`src/verilog/spx_consts.svh`:
```
// Constants for the stack push/pop execution block.
`ifndef SPX_CONSTS_SVH
`define SPX_CONSTS_SVH
`define SPX_OP_OR_R_R     8'h44
`define SPX_OP_OR_R_IR    8'h45
`define SPX_OP_OR_R_IM    8'h46
`define SPX_OP_POP_R      8'h50
`define SPX_OP_POP_IR     8'h51
`define SPX_OP_PUSH_R     8'h70
`define SPX_OP_PUSH_IR    8'h71
`define SPX_OP_PULL_DOWN  8'h92
`define SPX_OP_PULL_UP    8'h93
`define SPX_CYC_BASE      5'h0A
`define SPX_CYC_EXT_EXTRA 5'h02
`define SPX_CYC_IR_EXTRA  5'h02
`define SPX_SP_RESET      16'h0000
`endif

```
`src/verilog/spx_pkg.sv`:
```
// Types for the stack push/pop execution block.
package spx_pkg;
	typedef enum logic [2:0] {
		SPX_IDLE  = 3'b000,
		SPX_FETCH = 3'b001,
		SPX_ADDR  = 3'b010,
		SPX_READ  = 3'b011,
		SPX_WRITE = 3'b100,
		SPX_PTR   = 3'b101,
		SPX_WAIT  = 3'b110,
		SPX_DONE  = 3'b111
	} spx_state_t;
endpackage : spx_pkg
```
`src/verilog/spx_exec.sv`:
```
// Execution core for OR, push, pop and user-stack pop instructions.
`timescale 1ns/100ps
`include "spx_consts.svh"

module spx_exec (
	input  wire logic        core_clk,
	input  wire logic        rst_b,
	input  wire logic        start,
	input  wire logic [7:0]  opcode,
	input  wire logic [7:0]  operand_a,
	input  wire logic [7:0]  operand_b,
	input  wire logic        ext_clock_mode,
	input  wire logic [7:0]  rf_rdata,
	input  wire logic [7:0]  mem_rdata,
	output logic             busy,
	output logic             done,
	output logic             flag_we,
	output logic             flag_z,
	output logic             flag_s,
	output logic             flag_v,
	output logic             rf_re,
	output logic             rf_we,
	output logic [7:0]       rf_addr,
	output logic [7:0]       rf_wdata,
	output logic             mem_re,
	output logic             mem_we,
	output logic [15:0]      mem_addr,
	output logic [7:0]       mem_wdata,
	output logic [7:0]       stack_pointer_high_byte,
	output logic [7:0]       stack_pointer_low_byte
);
	// ==========================================================
	// Reset synchroniser
	logic              rst_s1_reg;
	logic              rst_s2_reg;
	spx_pkg::spx_state_t state_reg;
	logic [7:0]        op_reg;
	logic [7:0]        a_reg;
	logic [7:0]        b_reg;
	logic [7:0]        ptr_reg;
	logic [7:0]        data_reg;
	logic [4:0]        cyc_reg;
	logic [4:0]        cyc_target_reg;
	logic [15:0]       sp_reg;
	logic [7:0]        or_res;

	always_ff @(posedge core_clk or negedge rst_b) begin
		if (!rst_b) begin
			rst_s1_reg <= 1'b0;
			rst_s2_reg <= 1'b0;
		end else begin
			rst_s1_reg <= 1'b1;
			rst_s2_reg <= rst_s1_reg;
		end
	end

	// ==========================================================
	// Decode helpers
	function automatic logic is_user_pop(input logic [7:0] op);
		is_user_pop = (op == `SPX_OP_PULL_DOWN) || (op == `SPX_OP_PULL_UP);
	endfunction : is_user_pop

	function automatic logic is_known(input logic [7:0] op);
		is_known = (op == `SPX_OP_OR_R_R) || (op == `SPX_OP_OR_R_IR) ||
			(op == `SPX_OP_OR_R_IM) || (op == `SPX_OP_POP_R) ||
			(op == `SPX_OP_POP_IR) || (op == `SPX_OP_PUSH_R) ||
			(op == `SPX_OP_PUSH_IR) || is_user_pop(op);
	endfunction : is_known

	// Indirect source forms need an extra register read to fetch the pointer.
	function automatic logic src_indirect(input logic [7:0] op);
		src_indirect = (op == `SPX_OP_OR_R_IR) || (op == `SPX_OP_PUSH_IR) || is_user_pop(op);
	endfunction : src_indirect

	assign or_res = data_reg | rf_rdata;

	// ==========================================================
	// Sequencer
	always_ff @(posedge core_clk or negedge rst_s2_reg) begin
		if (!rst_s2_reg) begin
			state_reg      <= spx_pkg::SPX_IDLE;
			op_reg         <= 8'h00;
			a_reg          <= 8'h00;
			b_reg          <= 8'h00;
			ptr_reg        <= 8'h00;
			data_reg       <= 8'h00;
			cyc_reg        <= 5'h00;
			cyc_target_reg <= 5'h00;
			sp_reg         <= `SPX_SP_RESET;
			busy           <= 1'b0;
			done           <= 1'b0;
			flag_we        <= 1'b0;
			flag_z         <= 1'b0;
			flag_s         <= 1'b0;
			flag_v         <= 1'b0;
			rf_re          <= 1'b0;
			rf_we          <= 1'b0;
			rf_addr        <= 8'h00;
			rf_wdata       <= 8'h00;
			mem_re         <= 1'b0;
			mem_we         <= 1'b0;
			mem_addr       <= 16'h0000;
			mem_wdata      <= 8'h00;
		end else begin
			done    <= 1'b0;
			flag_we <= 1'b0;
			rf_re   <= 1'b0;
			rf_we   <= 1'b0;
			mem_re  <= 1'b0;
			mem_we  <= 1'b0;
			if (state_reg != spx_pkg::SPX_IDLE) begin
				cyc_reg <= cyc_reg + 5'h01;
			end
			case (state_reg)
				spx_pkg::SPX_IDLE: begin
					if (start && is_known(opcode)) begin
						op_reg  <= opcode;
						a_reg   <= operand_a;
						b_reg   <= operand_b;
						busy    <= 1'b1;
						cyc_reg <= 5'h01;
						if (opcode == `SPX_OP_PUSH_R || opcode == `SPX_OP_PUSH_IR) begin
							cyc_target_reg <= `SPX_CYC_BASE
								+ (ext_clock_mode ? `SPX_CYC_EXT_EXTRA : 5'h00)
								+ (opcode == `SPX_OP_PUSH_IR ? `SPX_CYC_IR_EXTRA : 5'h00);
						end else begin
							cyc_target_reg <= `SPX_CYC_BASE;
						end
						state_reg <= spx_pkg::SPX_FETCH;
					end
				end
				spx_pkg::SPX_FETCH: begin
					// Operand b is the source/pointer for pushes and user pops.
					rf_re     <= 1'b1;
					rf_addr   <= (op_reg == `SPX_OP_POP_R || op_reg == `SPX_OP_POP_IR)
						? a_reg : (src_indirect(op_reg) ? b_reg : b_reg);
					state_reg <= src_indirect(op_reg) ? spx_pkg::SPX_ADDR
						: spx_pkg::SPX_READ;
					if (op_reg == `SPX_OP_POP_R || op_reg == `SPX_OP_POP_IR) begin
						mem_re    <= 1'b1;
						mem_addr  <= sp_reg;
						rf_re     <= (op_reg == `SPX_OP_POP_IR);
						state_reg <= spx_pkg::SPX_READ;
					end else if (op_reg == `SPX_OP_PUSH_R || op_reg == `SPX_OP_PUSH_IR) begin
						sp_reg <= sp_reg - 16'h0001;
					end
				end
				spx_pkg::SPX_ADDR: begin
					// Pointer register value returned; now read what it names.
					ptr_reg   <= rf_rdata;
					rf_re     <= 1'b1;
					rf_addr   <= rf_rdata;
					state_reg <= spx_pkg::SPX_READ;
				end
				spx_pkg::SPX_READ: begin
					if (op_reg == `SPX_OP_POP_R) begin
						data_reg <= mem_rdata;
						ptr_reg  <= a_reg;
					end else if (op_reg == `SPX_OP_POP_IR) begin
						data_reg <= mem_rdata;
						ptr_reg  <= rf_rdata;
					end else if (op_reg == `SPX_OP_OR_R_IM) begin
						data_reg <= b_reg;
					end else begin
						data_reg <= rf_rdata;
					end
					// OR needs the destination value too.
					rf_re     <= 1'b1;
					rf_addr   <= a_reg;
					state_reg <= spx_pkg::SPX_WRITE;
				end
				spx_pkg::SPX_WRITE: begin
					state_reg <= spx_pkg::SPX_PTR;
					if (op_reg == `SPX_OP_OR_R_R || op_reg == `SPX_OP_OR_R_IR ||
						op_reg == `SPX_OP_OR_R_IM) begin
						rf_we    <= 1'b1;
						rf_addr  <= a_reg;
						rf_wdata <= or_res;
						flag_we  <= 1'b1;
						flag_z   <= (or_res == 8'h00);
						flag_s   <= or_res[7];
						flag_v   <= 1'b0;
					end else if (op_reg == `SPX_OP_PUSH_R || op_reg == `SPX_OP_PUSH_IR) begin
						mem_we    <= 1'b1;
						mem_addr  <= sp_reg;
						mem_wdata <= data_reg;
					end else begin
						rf_we    <= 1'b1;
						rf_addr  <= (op_reg == `SPX_OP_POP_IR) ? ptr_reg : a_reg;
						rf_wdata <= data_reg;
					end
				end
				spx_pkg::SPX_PTR: begin
					state_reg <= spx_pkg::SPX_WAIT;
					if (op_reg == `SPX_OP_POP_R || op_reg == `SPX_OP_POP_IR) begin
						sp_reg <= sp_reg + 16'h0001;
					end else if (is_user_pop(op_reg)) begin
						rf_we    <= 1'b1;
						rf_addr  <= b_reg;
						rf_wdata <= (op_reg == `SPX_OP_PULL_DOWN) ? ptr_reg - 8'h01
							: ptr_reg + 8'h01;
					end
				end
				spx_pkg::SPX_WAIT: begin
					// Pad to the documented instruction length.
					if (cyc_reg >= cyc_target_reg - 5'h01) begin
						state_reg <= spx_pkg::SPX_DONE;
					end
				end
				spx_pkg::SPX_DONE: begin
					busy      <= 1'b0;
					done      <= 1'b1;
					state_reg <= spx_pkg::SPX_IDLE;
				end
				default: begin
					state_reg <= spx_pkg::SPX_IDLE;
				end
			endcase
		end
	end

	always_ff @(posedge core_clk or negedge rst_s2_reg) begin
		if (!rst_s2_reg) begin
			stack_pointer_high_byte <= 8'h00;
			stack_pointer_low_byte  <= 8'h00;
		end else begin
			stack_pointer_high_byte <= sp_reg[15:8];
			stack_pointer_low_byte  <= sp_reg[7:0];
		end
	end
endmodule : spx_exec

```
`config.mk`:
```
export PLATFORM = sky130hd
export DESIGN_NAME = spx_exec
export DESIGN_NICKNAME = d
export VERILOG_FILES = /design/src/verilog/spx_pkg.sv /design/src/verilog/spx_exec.sv
export VERILOG_INCLUDE_DIRS = /design/src /design/src/verilog
export SDC_FILE = /design/constraint.sdc
export NUM_CORES = 1
export LEC_CHECK = 0
export BUFFER_PORTS_ARGS = -buffer_cell sky130_fd_sc_hd__clkbuf_2
export CORE_MARGIN = 2
export CORE_UTILIZATION = 57
export CTS_CLUSTER_DIAMETER = 200
export DETAILED_ROUTE_END_ITERATION = 6
export PLACE_DENSITY = 0.8
export SETUP_SLACK_MARGIN = 0.15
export SYNTH_ARGS = -nofsm -noshare
export SYNTH_HDL_FRONTEND = slang
export SYNTH_SLANG_ARGS = --single-unit
```
`constraint.sdc`:
```
create_clock -name core_clk -period 4.53 [get_ports core_clk]
set_input_delay 0.2265 -clock core_clk [delete_from_list [all_inputs] [get_ports core_clk]]
set_output_delay 0.2265 -clock core_clk [all_outputs]
set_load 0.01 [all_outputs]
```
==> reports/qor.txt <==
Most frequent cells in the layout = dfrtp_1 (133), clkbuf_2 (108), nand2_1 (88)
RSZ-0062 raised after global routing = false
CTS H-Tree Depth = 4
Worst Max-Slew Pin Slew = 1043 ps
Worst setup SP type = flop
Warnings from Yosys = 0
Routed WL = 16420 microns
Largest net degree at the start of global routing = 48
Commonest non-fill, non-tap cell in the layout = dfrtp_1
Initial DRC Count = 389
Vias in the first global route = 5469
Area Growth Syn to Fin = 17.17%
Final GP Congestion = 0.8853
Initial Utilization = 58.72%
Chip Height = 115.7 microns
Final Util = 68.80%
CP Capture Type = flop
Post-Syn Area = 0.007112 sq mm
Crit-path max cell delay = 900 ps
Final Setup Violations = 0
CP dominant cell by count = o21ai_0
Core ar. = 0.01211 sq mm
CTS tree = done
Final setup TNS = 0 ps
Antenna Nets Post-Route = 0
Post-CTS Setup Repair Bufs = 0
# DRC = 0
Post_cts resized = 0
Mapped Nets = 758
Share of cells above drive strength 1 = 24.59%
Max IR drop VDD = 0.3167 mV
Post-Syn Area per Cell = 10.43 sq um
Diodes inserted = 0
# rows = 40
Place WS = 872.9 ps
Fmax = 265.2 MHz
Final min period = 3771 ps
Reg2reg start = state_reg[0]
Fin crit share = 83.25%
Status = finished clean
Sequential fraction of the synthesis area = 47.15%
WL/cell = 17.01 microns
Clock-pin slew on the worst setup and hold paths = 60 ps
Clk_lat worst skew = 420 ps
Critical-path maximum fanout = 23
Gr usage total = 25.74%
GRT Residual Overflow = 0
First-pass iteration count of the detailed router = 5
Slew HR = 30.25%
Nets = 860
PortBufs = 108
Total die area = 0.01339 sq mm
CTS max path bufs = 2
Worst Path Required = 4790 ps
Endpoints failing hold = 0
Critical-path cell list = nor2b_1, and2_1, buf_4, inv_2, fa_1, a211oi_1, o211ai_1, a41oi_1, o21ai_0, xnor2_1, o21ai_0
Hold path depth = 2
Overall die width = 115.7 microns
Post-synthesis register bit count = 134
Initial antenna violation count = 0
P_leak = 4.457 nW
I/O Pins = 110
Arrival @ worst endpoint = 4030 ps
DPL Wire Length = 12000 microns
CP max-delay cell = dfrtp_1
Skew final = 4.451 ps
TritonCTS Buffers = 17
PD cells = 640.9 mW/mm^2
Post-Synthesis Cells = 682
First-pass GRT wire length = 26670 microns
Worst setup margin = 758.7 ps
Crit. Startpoint = state_reg[0]
Crit path kind = reg -> reg
EDFF count, synth = 0
Worst min-delay path class = in -> reg
Sink Count = 134
Hold WS = 24.89 ps
Yosys cell types = 65
Synth Flop Type = dfrtp_1
Via Count = 5641
Reg2Reg Depth = 11
Clk root buf = clkbuf_16
Final Max Slew Viols = 0
Fraction of registers with async set/reset = 100.0%
Max-Cap Viols = 0
HP Start = operand_a[7]
Vias per inst = 5.846
final cells by class:
cell class	instances	area, sq um
inverter	24	95.09
multi-input combinational	493	3508
fill	910	3779
timing repair buffer	114	588.1
clock inverter	7	68.82
sequential	134	3357
tap	168	210.2
clock buffer	25	505.5
through the flow:
step                instances  total power [mW]  instance area [sq um]
floorplan                 682             3.421                   7112
global placement          932             3.880                   7749
detailed placement        932             4.003                   7749
CTS                       965             5.344                   8333
global route              965             5.694                   8333
finish                    965             5.341                   8333
critical path: cells and delay by family, from the launching register on:
family                   cells  cell delay (ps)
adder cells (fa/ha/maj)      1              490
buffers and inverters        2              510
flip-flops                   1              900
AO/OA/AOI/OAI                5             1100
AND/OR/NAND/NOR              2              450
XOR/XNOR                     1              140
final timing paths:
check	endpoint	slack [ps]
max in group asynchronous	stack_pointer_high_byte[2]	3180
max reg2reg	sp_reg[12]	760
min in group asynchronous	rst_s2_reg	120
max	sp_reg[12]	760
min reg2reg	ptr_reg[3]	350
min	a_reg[7]	20
kinds of logic after synthesis:
family                     after synthesis  share of synthesized area [%]
other                                    2                         0.1056
adders and majority gates               32                          5.841
xor gates and xnor gates                23                          2.832
AOI/OAI and AO/OA                      161                          14.39
DFF                                    134                          47.15
muxes                                   82                          12.75
buffers and inverters                   55                          3.519
and+or+nand+nor                        193                          13.41
timing repair:
item                                    in CTS  in global routing
hold buffers                                 1                  0
endpoints found under the setup margin       0                  0
hold endpoints to repair                     2                  0
where the power goes:
group	internal, mW	switching, mW	total [mW]	leakage, nW
combinational	0.959	1.14	2.10	2.41
sequential	1.53	0.397	1.93	1.77
clock	0.825	0.489	1.31	0.279
total	3.32	2.03	5.34	4.46
per-layer routing:
metal / up-vias / part of all wire [%] / GRT usage, %
met2: 208 / 49 / 40.51
met1: 2766 / 44 / 34.90
met5: - / 0 / 0
met3: 35 / 5.2 / 5.858
li1: 2632 / - / -
met4: 0 / 2.3 / 10.40
cell usage after synthesis (11+ instances only):
master / instances / share of area, %
a211oi_1: 21 / 2.2
a21o_1: 22 / 2.3
a21oi_1: 29 / 2.0
clkbuf_1: 16 / 0.84
dfrtp_1: 134 / 47
ha_1: 30 / 5.3
inv_1: 21 / 1.1
mux2_2: 25 / 4.0
mux2i_1: 43 / 6.1
nand2_1: 88 / 4.6
nor2_1: 38 / 2.0
o21ai_0: 48 / 3.4
xnor2_1: 12 / 1.5
xor2_1: 11 / 1.4
(Power assumes the default switching activity.)
